## src/inc/sdr_pkg.sv

```systemverilog
// Package with register map, constants and state struct of the stepper driver register set
package sdr_pkg;

    // Serial datagram layout
    localparam int DGRAM_BITS = 40;
    localparam int ADDR_BITS = 7;
    localparam int DATA_BITS = 32;
    localparam int WR_FLAG_POS = 39;
    localparam int ADDR_MSB = 38;
    localparam int ADDR_LSB = 32;
    localparam logic [5:0] DGRAM_COUNT = 6'h28;
    localparam logic [7:0] SPI_STATUS_BYTE = 8'h00;

    // Register addresses
    localparam logic [6:0] ADDR_CHOPPER_CONFIG = 7'h6C;
    localparam logic [6:0] ADDR_SMART_CURRENT_STALL_CONFIG = 7'h6D;
    localparam logic [6:0] ADDR_AUTO_COMMUTATION_CONTROL = 7'h6E;
    localparam logic [6:0] ADDR_DRIVER_STATUS_WORD = 7'h6F;
    localparam logic [6:0] ADDR_VOLTAGE_PWM_CONFIG = 7'h70;
    localparam logic [6:0] ADDR_PWM_AMPLITUDE_RESULT = 7'h71;
    localparam logic [6:0] ADDR_PWM_LEARNED_DEFAULTS = 7'h72;
    localparam logic [6:0] ADDR_SKIPPED_STEP_COUNT = 7'h73;

    // Register widths and reset values
    localparam int SMART_CURRENT_BITS = 25;
    localparam int COMM_CTRL_BITS = 24;
    localparam int PWM_CONFIG_BITS = 22;
    localparam int SKIP_COUNT_BITS = 20;
    localparam logic [31:0] CHOPPER_CONFIG_RESET = 32'h10410150;
    localparam logic [31:0] VOLTAGE_PWM_CONFIG_RESET = 32'hC40C001E;

    // Field positions
    localparam int COMM_ON_LIMIT_MSB = 9;
    localparam int COMM_ON_LIMIT_LSB = 0;
    localparam int STEP_LOSS_LIMIT_MSB = 23;
    localparam int STEP_LOSS_LIMIT_LSB = 16;
    localparam int STEP_LOSS_UNIT_SHIFT = 4;
    localparam int CHOP_FULLSTEP_HV_BIT = 18;
    localparam int CHOP_SWITCH_HV_BIT = 19;
    localparam int RESULT_HIGH_LSB = 16;
    localparam int SCALE_SHIFT = 8;
    localparam int RESULT_BYTE_BITS = 8;
    localparam int RESULT_OFFSET_BITS = 9;

    // Default sine table
    localparam int TABLE_ENTRIES = 256;
    localparam real TABLE_AMPLITUDE = 248.0;
    localparam real TABLE_PERIOD = 1024.0;
    localparam real TABLE_PI = 3.14159265358979323846;
    localparam real ROUND_HALF = 0.5;
    localparam int TABLE_BIAS = 1;

    typedef logic signed [8:0] sdr_current_t;

    typedef struct packed {
        logic sck_s1;
        logic sck_s2;
        logic sck_d;
        logic csn_s1;
        logic csn_s2;
        logic csn_d;
        logic sdi_s1;
        logic sdi_s2;
        logic step_s1;
        logic step_s2;
        logic step_d;
        logic dir_s1;
        logic dir_s2;
        logic ready_s1;
        logic ready_s2;
        logic mode_s1;
        logic mode_s2;
        logic en_s1;
        logic en_s2;
        logic [39:0] rx;
        logic [39:0] tx;
        logic [5:0] bit_cnt;
        logic [6:0] rd_addr;
        logic [31:0] chopper_config;
        logic [24:0] smart_current_stall_config;
        logic [23:0] auto_commutation_control;
        logic [21:0] voltage_pwm_config;
        logic [19:0] skipped_step_count;
        logic sdo;
        logic sdo_oe;
        logic auto_comm_active;
        logic step_loss_active;
        logic [11:0] step_loss_cycles;
        sdr_current_t scaled_a;
        sdr_current_t scaled_b;
        sdr_current_t table_value;
    } sdr_state_s;

endpackage

```

## src/hdl/sdr_register_set.sv

```systemverilog
// Stepper driver register set behind the serial register port
`timescale 1ns/1ps

// Functional notes
// - Read/write 32-bit chopper word at 0x6C, reset 0x10410150.
// - Write-only 25-bit smart current and stall configuration word at 0x6D.
// - Word 0x6E bits 9:0 give commutation on-time limit in clock periods.
// - Word 0x6E bits 23:16 give step-loss limit in 16-clock units; zero disables.
// - Automatic commutation enabled by pin or nonzero minimum velocity.
// - With fullstep-at-high-velocity set, step-loss limit stays active above threshold.
// - Read-only 32-bit status word at 0x6F with load value and error flags.
// - Write-only 22-bit voltage PWM word at 0x70, reset 0xC40C001E.
// - Word 0x71 bits 7:0 report duty cycle; it scales phase table currents.
// - Word 0x71 bits 24:16 report signed amplitude offset, within +/-255.
// - Reported duty value 255 means maximum output voltage.
// - Word 0x72 bits 7:0 report learned PWM offset 0 to 255.
// - Word 0x72 bits 23:16 report learned PWM gradient 0 to 255.
// - Word 0x73 counts steps skipped while commutation-ready is low.
// - Skipped-step counter wraps modulo 2^20.
// - Skipped-step counter counts up or down by direction input.
// - Skipped-step counter works only when step/direction mode select is 1.
// - Default table entry i equals round(248*sin(2pi*i/1024+pi/1024)) minus 1.
// - Default table holds only the first quarter wave, from 0 up to a peak of +247.
// - Table rounding is round-half-up.
module sdr_register_set
    import sdr_pkg::*;
(
    // Clock and reset
    input wire logic clock,
    input wire logic rst_n,
    // Serial register port pins
    input wire logic spi_sck,
    input wire logic spi_csn,
    input wire logic spi_sdi,
    output logic spi_sdo,
    output logic spi_sdo_oe,
    // Step and direction pins
    input wire logic step_in,
    input wire logic dir_in,
    input wire logic commutation_ready_out,
    input wire logic step_dir_mode_select,
    input wire logic auto_commutation_enable_pin,
    // Core state inputs
    input wire logic [22:0] auto_commutation_min_velocity,
    input wire logic above_high_velocity_threshold,
    input wire logic [31:0] driver_status_word,
    input wire logic [7:0] duty_cycle_sum,
    input wire logic signed [8:0] amplitude_offset_auto,
    input wire logic [7:0] learned_offset,
    input wire logic [7:0] learned_gradient,
    input wire logic signed [8:0] phase_a_table_current,
    input wire logic signed [8:0] phase_b_table_current,
    input wire logic [7:0] table_index,
    // Configuration outputs
    output logic [31:0] chopper_config,
    output logic [24:0] smart_current_stall_config,
    output logic [9:0] commutation_on_limit,
    output logic [11:0] step_loss_on_cycles,
    output logic step_loss_active,
    output logic auto_commutation_active,
    output logic [21:0] voltage_pwm_config,
    // Scaled currents and default table
    output logic signed [8:0] phase_a_scaled,
    output logic signed [8:0] phase_b_scaled,
    output logic signed [8:0] table_value
);

    function automatic sdr_current_t sine_entry(input int i);
        real x;
        x = TABLE_AMPLITUDE * $sin(2.0 * TABLE_PI * i / TABLE_PERIOD + TABLE_PI / TABLE_PERIOD);
        sine_entry = sdr_current_t'(int'($floor(x + ROUND_HALF)) - TABLE_BIAS);
    endfunction

    sdr_current_t sine_rom [TABLE_ENTRIES];

    // Default table, quarter wave from 0 to +247
    generate
        for (genvar g = 0; g < TABLE_ENTRIES; g++) begin : g_rom
            assign sine_rom[g] = sine_entry(g);
        end
    endgenerate

    localparam sdr_state_s STATE_RESET = '{
        csn_s1: 1'b1,
        csn_s2: 1'b1,
        csn_d: 1'b1,
        chopper_config: CHOPPER_CONFIG_RESET,
        voltage_pwm_config: VOLTAGE_PWM_CONFIG_RESET[PWM_CONFIG_BITS-1:0],
        default: '0
    };

    sdr_state_s st;
    sdr_state_s next_st;

    function automatic logic [31:0] read_word(input logic [6:0] a, input logic [19:0] lost);
        read_word = '0;
        if (a == ADDR_CHOPPER_CONFIG) begin
            read_word = st.chopper_config;
        end else if (a == ADDR_DRIVER_STATUS_WORD) begin
            read_word = driver_status_word;
        end else if (a == ADDR_PWM_AMPLITUDE_RESULT) begin
            read_word[RESULT_BYTE_BITS-1:0] = duty_cycle_sum;
            read_word[RESULT_HIGH_LSB +: RESULT_OFFSET_BITS] = amplitude_offset_auto;
        end else if (a == ADDR_PWM_LEARNED_DEFAULTS) begin
            read_word[RESULT_BYTE_BITS-1:0] = learned_offset;
            read_word[RESULT_HIGH_LSB +: RESULT_BYTE_BITS] = learned_gradient;
        end else if (a == ADDR_SKIPPED_STEP_COUNT) begin
            read_word[SKIP_COUNT_BITS-1:0] = lost;
        end
    endfunction

    always_comb begin
        logic sck_rise;
        logic sck_fall;
        logic cs_start;
        logic cs_end;
        logic step_rise;
        logic [7:0] loss_units;
        logic signed [18:0] prod_a;
        logic signed [18:0] prod_b;
        logic [39:0] frame;
        logic [6:0] waddr;
        sck_rise = 1'b0;
        sck_fall = 1'b0;
        cs_start = 1'b0;
        cs_end = 1'b0;
        step_rise = 1'b0;
        loss_units = '0;
        prod_a = '0;
        prod_b = '0;
        frame = '0;
        waddr = '0;
        next_st = st;

        // Pin synchronisers
        next_st.sck_s1 = spi_sck;
        next_st.sck_s2 = st.sck_s1;
        next_st.sck_d = st.sck_s2;
        next_st.csn_s1 = spi_csn;
        next_st.csn_s2 = st.csn_s1;
        next_st.csn_d = st.csn_s2;
        next_st.sdi_s1 = spi_sdi;
        next_st.sdi_s2 = st.sdi_s1;
        next_st.step_s1 = step_in;
        next_st.step_s2 = st.step_s1;
        next_st.step_d = st.step_s2;
        next_st.dir_s1 = dir_in;
        next_st.dir_s2 = st.dir_s1;
        next_st.ready_s1 = commutation_ready_out;
        next_st.ready_s2 = st.ready_s1;
        next_st.mode_s1 = step_dir_mode_select;
        next_st.mode_s2 = st.mode_s1;
        next_st.en_s1 = auto_commutation_enable_pin;
        next_st.en_s2 = st.en_s1;

        sck_rise = st.sck_s2 && !st.sck_d && !st.csn_s2;
        sck_fall = !st.sck_s2 && st.sck_d && !st.csn_s2;
        cs_start = !st.csn_s2 && st.csn_d;
        cs_end = st.csn_s2 && !st.csn_d;

        // Serial datagram engine
        if (cs_start) begin
            next_st.bit_cnt = '0;
            next_st.tx = {SPI_STATUS_BYTE, read_word(st.rd_addr, st.skipped_step_count)};
            next_st.sdo = SPI_STATUS_BYTE[7];
            next_st.sdo_oe = 1'b1;
        end else if (sck_rise) begin
            next_st.rx = {st.rx[DGRAM_BITS-2:0], st.sdi_s2};
            if (st.bit_cnt != DGRAM_COUNT) begin
                next_st.bit_cnt = st.bit_cnt + 6'h01;
            end
        end else if (sck_fall) begin
            next_st.tx = {st.tx[DGRAM_BITS-2:0], 1'b0};
            next_st.sdo = st.tx[DGRAM_BITS-2];
        end else if (cs_end) begin
            next_st.sdo_oe = 1'b0;
            next_st.sdo = 1'b0;
            if (st.bit_cnt == DGRAM_COUNT) begin
                frame = st.rx;
                waddr = frame[ADDR_MSB:ADDR_LSB];
                next_st.rd_addr = waddr;
                if (frame[WR_FLAG_POS]) begin
                    // Read-only addresses fall through untouched
                    if (waddr == ADDR_CHOPPER_CONFIG) begin
                        next_st.chopper_config = frame[DATA_BITS-1:0];
                    end else if (waddr == ADDR_SMART_CURRENT_STALL_CONFIG) begin
                        next_st.smart_current_stall_config = frame[SMART_CURRENT_BITS-1:0];
                    end else if (waddr == ADDR_AUTO_COMMUTATION_CONTROL) begin
                        next_st.auto_commutation_control = frame[COMM_CTRL_BITS-1:0];
                    end else if (waddr == ADDR_VOLTAGE_PWM_CONFIG) begin
                        next_st.voltage_pwm_config = frame[PWM_CONFIG_BITS-1:0];
                    end
                end
            end
        end

        // Automatic commutation enable
        next_st.auto_comm_active = st.en_s2 || (auto_commutation_min_velocity != '0);

        // Step-loss detection window
        loss_units = st.auto_commutation_control[STEP_LOSS_LIMIT_MSB:STEP_LOSS_LIMIT_LSB];
        next_st.step_loss_cycles = 12'(loss_units) << STEP_LOSS_UNIT_SHIFT;
        next_st.step_loss_active = st.auto_comm_active && (loss_units != '0)
            && (!above_high_velocity_threshold || st.chopper_config[CHOP_FULLSTEP_HV_BIT]);

        // Skipped-step counter
        step_rise = st.step_s2 && !st.step_d;
        if (step_rise && st.mode_s2 && st.auto_comm_active && !st.ready_s2) begin
            if (st.dir_s2) begin
                next_st.skipped_step_count = st.skipped_step_count - 20'h00001;
            end else begin
                next_st.skipped_step_count = st.skipped_step_count + 20'h00001;
            end
        end

        // Duty-cycle scaling of table currents
        prod_a = 19'(phase_a_table_current * $signed({1'b0, duty_cycle_sum}));
        prod_b = 19'(phase_b_table_current * $signed({1'b0, duty_cycle_sum}));
        next_st.scaled_a = prod_a[SCALE_SHIFT +: RESULT_OFFSET_BITS];
        next_st.scaled_b = prod_b[SCALE_SHIFT +: RESULT_OFFSET_BITS];

        next_st.table_value = sine_rom[table_index];
    end

    always_ff @(posedge clock or negedge rst_n) begin
        if (!rst_n) begin
            st <= STATE_RESET;
        end else begin
            st <= next_st;
        end
    end

    // Outputs straight from state
    assign spi_sdo = st.sdo;
    assign spi_sdo_oe = st.sdo_oe;
    assign chopper_config = st.chopper_config;
    assign smart_current_stall_config = st.smart_current_stall_config;
    assign commutation_on_limit = st.auto_commutation_control[COMM_ON_LIMIT_MSB:COMM_ON_LIMIT_LSB];
    assign step_loss_on_cycles = st.step_loss_cycles;
    assign step_loss_active = st.step_loss_active;
    assign auto_commutation_active = st.auto_comm_active;
    assign voltage_pwm_config = st.voltage_pwm_config;
    assign phase_a_scaled = st.scaled_a;
    assign phase_b_scaled = st.scaled_b;
    assign table_value = st.table_value;

endmodule

```

## config.mk

```make
export PLATFORM = sky130hd
export DESIGN_NAME = sdr_register_set
export DESIGN_NICKNAME = d
export VERILOG_FILES = /design/src/inc/sdr_pkg.sv /design/src/hdl/sdr_register_set.sv
export SDC_FILE = /design/constraint.sdc
export NUM_CORES = 1
export LEC_CHECK = 0
export BUFFER_PORTS_ARGS = -buffer_cell sky130_fd_sc_hd__buf_4
export CAP_MARGIN = 10
export CORE_MARGIN = 2
export CORE_UTILIZATION = 50
export CTS_CLUSTER_SIZE = 25
export DETAILED_ROUTE_END_ITERATION = 8
export PLACE_DENSITY = 0.81
export SLEW_MARGIN = 20
export SYNTH_ARGS = -nofsm -noshare
export SYNTH_HDL_FRONTEND = slang
export SYNTH_SLANG_ARGS = --single-unit
```

## constraint.sdc

```tcl
create_clock -name clock -period 8.7 [get_ports clock]
set_input_delay 1.305 -clock clock [delete_from_list [all_inputs] [get_ports clock]]
set_output_delay 1.305 -clock clock [all_outputs]
set_load 0.005 [all_outputs]
```

==> flow_summary_export.csv <==
group,metric,value,unit
final_layout,multi_input_area,0.0101,mm2
worst_setup_path,startpoint,"duty_cycle_sum[1]",
cts,insertion_delay,0.58,ns
worst_setup_path,worst-setup-path-type,"in -> reg",
drt,drcViolationCount,0,
timing,fmax,0.189,GHz
timing,skew,0.0170,ns
power,p_clk_share,27.0,%
power,finalPower,4.39,mW
die,rows,70,
cts,cts.sinks,266,
worst_setup_path,slowest_stage,"fa_1",
drt,firstDrtPassIters,8,
worst_setup_path,crit_required,9.14,ns
min_path,hp-class,"reg -> reg",
die,start_util,51.0,%
global_route,grt_pass1_vias,14100,
timing,hold_violations,0,
cts,clk_pin_slew,0.07,ns
worst_setup_path,crit_top_cell,"fa_1",
logic_synthesis,seq_area_frac_synth,35.6,%
global_route,track_usage,23.4,%
global_route,gr-total-overflow,0,
final_layout,register_area,0.00668,mm2
final_layout,drive_gt1_share,24.9,%
cts,cts_tree,"done",
logic_synthesis,synth_cell_types,73,
worst_setup_path,cp_top_family,"adder cells",
worst_setup_path,reg2reg_depth,10,
power,sw_frac_of_total,35.0,%
min_path,hold_end,"st[265]$_DFF_PN0_",
placed_design,io_buffers,251,
die,die_w,198,um
logic_synthesis,synth.top_cell.area_share,33.5,%
power,power_switching,1.53,mW
die,coreArea,0.0368,mm2
logic_synthesis,synth_edf_count,0,
worst_setup_path,critical_path_buf_inv_count,4,
placed_design,dpl_cell_area,0.0201,mm2
timing,setup_viol,0,
placed_design,post-dp-hpwl,33200,um
min_path,min_from,"next_st[265]$_DFF_PN0_",
final_layout,nFillCells,3040,
cts,cts-resized-gates,0,
cts,cts_setup_buffers,0,
cts,htree_num_levels,1,
logic_synthesis,ys.warnings.count,0,
worst_setup_path,path_max_fanout,19,
job,max_cap_viol_count,0,
logic_synthesis,synth_ff_type,"dfrtp_1",
logic_synthesis,ys_top_cells_by_area,"dfrtp_1 (33%), fa_1 (12%), mux2_2 (8.5%)",
min_path,min_path_cells,0,
timing,slew_violations,0,
timing,fin_crit_sh,60.7,%
worst_setup_path,r2r_start,"st[265]$_DFF_PN0_",
global_route,grt_antenna_before_repair,1,
power,ir_drop,0.172,mV
final_layout,final_cell_mix,"buf_4 (265), dfrtp_1 (251), inv_1 (186)",
cts,cts_buffer_depth,3,
logic_synthesis,avgSynthCellArea,10.1,um2
placed_design,place_worst_setup_slack,2.85,ns
final_layout,stdcell_area,0.0211,mm2
worst_setup_path,start_kind,"primary input",
final_layout,num-nets-final,2283,
cts,cts_root_buf,"clkbuf_16",
final_layout,synthToLayoutAreaGrowth,12.3,%
timing,period_needed,5.28,ns
worst_setup_path,worstPathArrival,5.72,ns
die,dieArea,0.0391,mm2
drt,antenna_left,0,
drt,vias,13900,
drt,first_iter_violations,1263,
worst_setup_path,max_stage_delay,0.50,ns
timing,relSlewSlack,33.2,%
power,cellPowerDensity,208,mW/mm2
global_route,grt_pass1_wl,73200,um
cts,numCtsBuffers,28,
status,status,"finished, final reports clean",
final_layout,instances_no_fill,2443,
logic_synthesis,async_reset_ff_share,100,%
worst_setup_path,reg2reg_setup_slack,5.12,ns
worst_setup_path,critPathCaptureType,"flop",
drt,viasPerCell,5.70,
die,die_h,198,um
logic_synthesis,ys_ff_latch,266,
timing,tns,0,ns
timing,hold_ws,0.352,ns
drt,routed_wl,45800,um
power,leakage,10.3,nW
timing,tightest_slew,1.00,ns
worst_setup_path,path_cells,"buf_4, nand2_1, fa_1, inv_1, fa_1, inv_1, fa_1, fa_1, inv_1, ha_1, a2111oi_2, a21oi_1, a41o_1, o41a_1, a211oi_1, o21bai_1, xnor2_1",
logic_synthesis,syn_inst,1864,
die,num_io_pins,257,
placed_design,place_congestion,0.947,
final_layout,final_common_cell,"buf_4",
final_layout,final_util,57.3,%
cts,cts.hold.buffers_added,0,
logic_synthesis,synth_area,0.0188,mm2
drt,routedWlPerCell,18.8,um
worst_setup_path,rr_endpoint,"st[61]$_DFFE_PN0P_",
power,power_frac_comb,39.0,%
placed_design,dp_cells,2389,
timing,rsz0062_at_grt,"no",
timing,layout_setup_ws,3.42,ns
logic_synthesis,synth_top_area_cell,"dfrtp_1",
global_route,grt_max_degree,144,
power,seq_power_share,34.0,%
power,internal_power,2.85,mW
-- power groups by stage --
stage | logic (mW) | registers, mW | clock network (mW)
global route | 1.95 | 1.51 | 1.26
floorplan | 1.33 | 1.47 | 0
finish | 1.71 | 1.49 | 1.19
detailed placement | 1.71 | 1.51 | 0
global placement | 1.62 | 1.51 | 0
CTS | 1.72 | 1.49 | 1.21
-- sequential cells by signal, summed over array words and instances (netlist names), 8 cells and up --
| signal | cells |
|---|---|
| voltage_pwm_config | 22 |
| step_loss_on_cycles | 8 |
| phase_a_scaled | 9 |
| chopper_config | 32 |
| phase_b_scaled | 9 |
| st | 120 |
| next_st | 19 |
| smart_current_stall_config | 25 |
| table_value | 8 |
| commutation_on_limit | 10 |
-- logic make-up (layout without fill, tap and decap cells) --
logic type | after synthesis | in the layout | synth area share [%]
and+or+nand+nor | 445 | 445 | 11.7
xor gates and xnor gates | 48 | 48 | 2.24
adders and majority gates | 206 | 206 | 18.3
DFF | 266 | 266 | 35.6
buffers and inverters | 403 | 509 | 10.7
muxes | 156 | 156 | 9.55
other | 1 | 6 | 0.0200
AOI/OAI and AO/OA | 339 | 339 | 11.9
-- area by class of cell --
cell class                 instances  area share (%)
timing repair buffer             267            9.64
inverter                         190            3.38
sequential                       266            31.7
multi-input combinational       1199            48.1
clock inverter                    12           0.647
clock buffer                      40            3.73
tap                              468            2.78
antenna                            1          0.0119
-- synth_stat cells, types with 10 or more instances --
cell and number:
a31oi_1 31, nor2b_1 10, nor3_1 16, dfstp_2 15, mux2_2 142, a222oi_1 12
xor2_1 19, a21o_1 15, nand2b_1 11, nor2_1 69, a22oi_1 17, a211oi_1 41
and2_1 102, inv_1 186, ha_1 91, buf_4 128, nor4_1 11, nand2_1 175
nand3_1 14, dfrtp_1 251, a21oi_1 71, fa_1 115, a221oi_1 10, clkbuf_1 69
xnor2_1 29, o21ai_0 81
-- how the worst max path moves through the flow --
stage | end | slack [ns] | depth (start not counted)
floorplan | phase_b_scaled[8]$_DFF_PN0_ | 2.94 | 19
global placement | phase_b_scaled[8]$_DFF_PN0_ | 3.02 | 18
detailed placement | phase_a_scaled[8]$_DFF_PN0_ | 2.85 | 17
CTS | phase_b_scaled[8]$_DFF_PN0_ | 3.44 | 18
global route | phase_a_scaled[8]$_DFF_PN0_ | 3.12 | 17
finish | phase_a_scaled[8]$_DFF_PN0_ | 3.42 | 17
-- layer usage --
layer | vias to the layer above | track usage, % | part of all wire [%]
met5 | - | 0 | 0
met4 | 0 | 6.49 | 2.5
met3 | 77 | 5.26 | 8.4
met2 | 512 | 38.7 | 48
met1 | 6960 | 31.0 | 41
li1 | 6377 | - | -
Power figures use the tool's default switching activity.
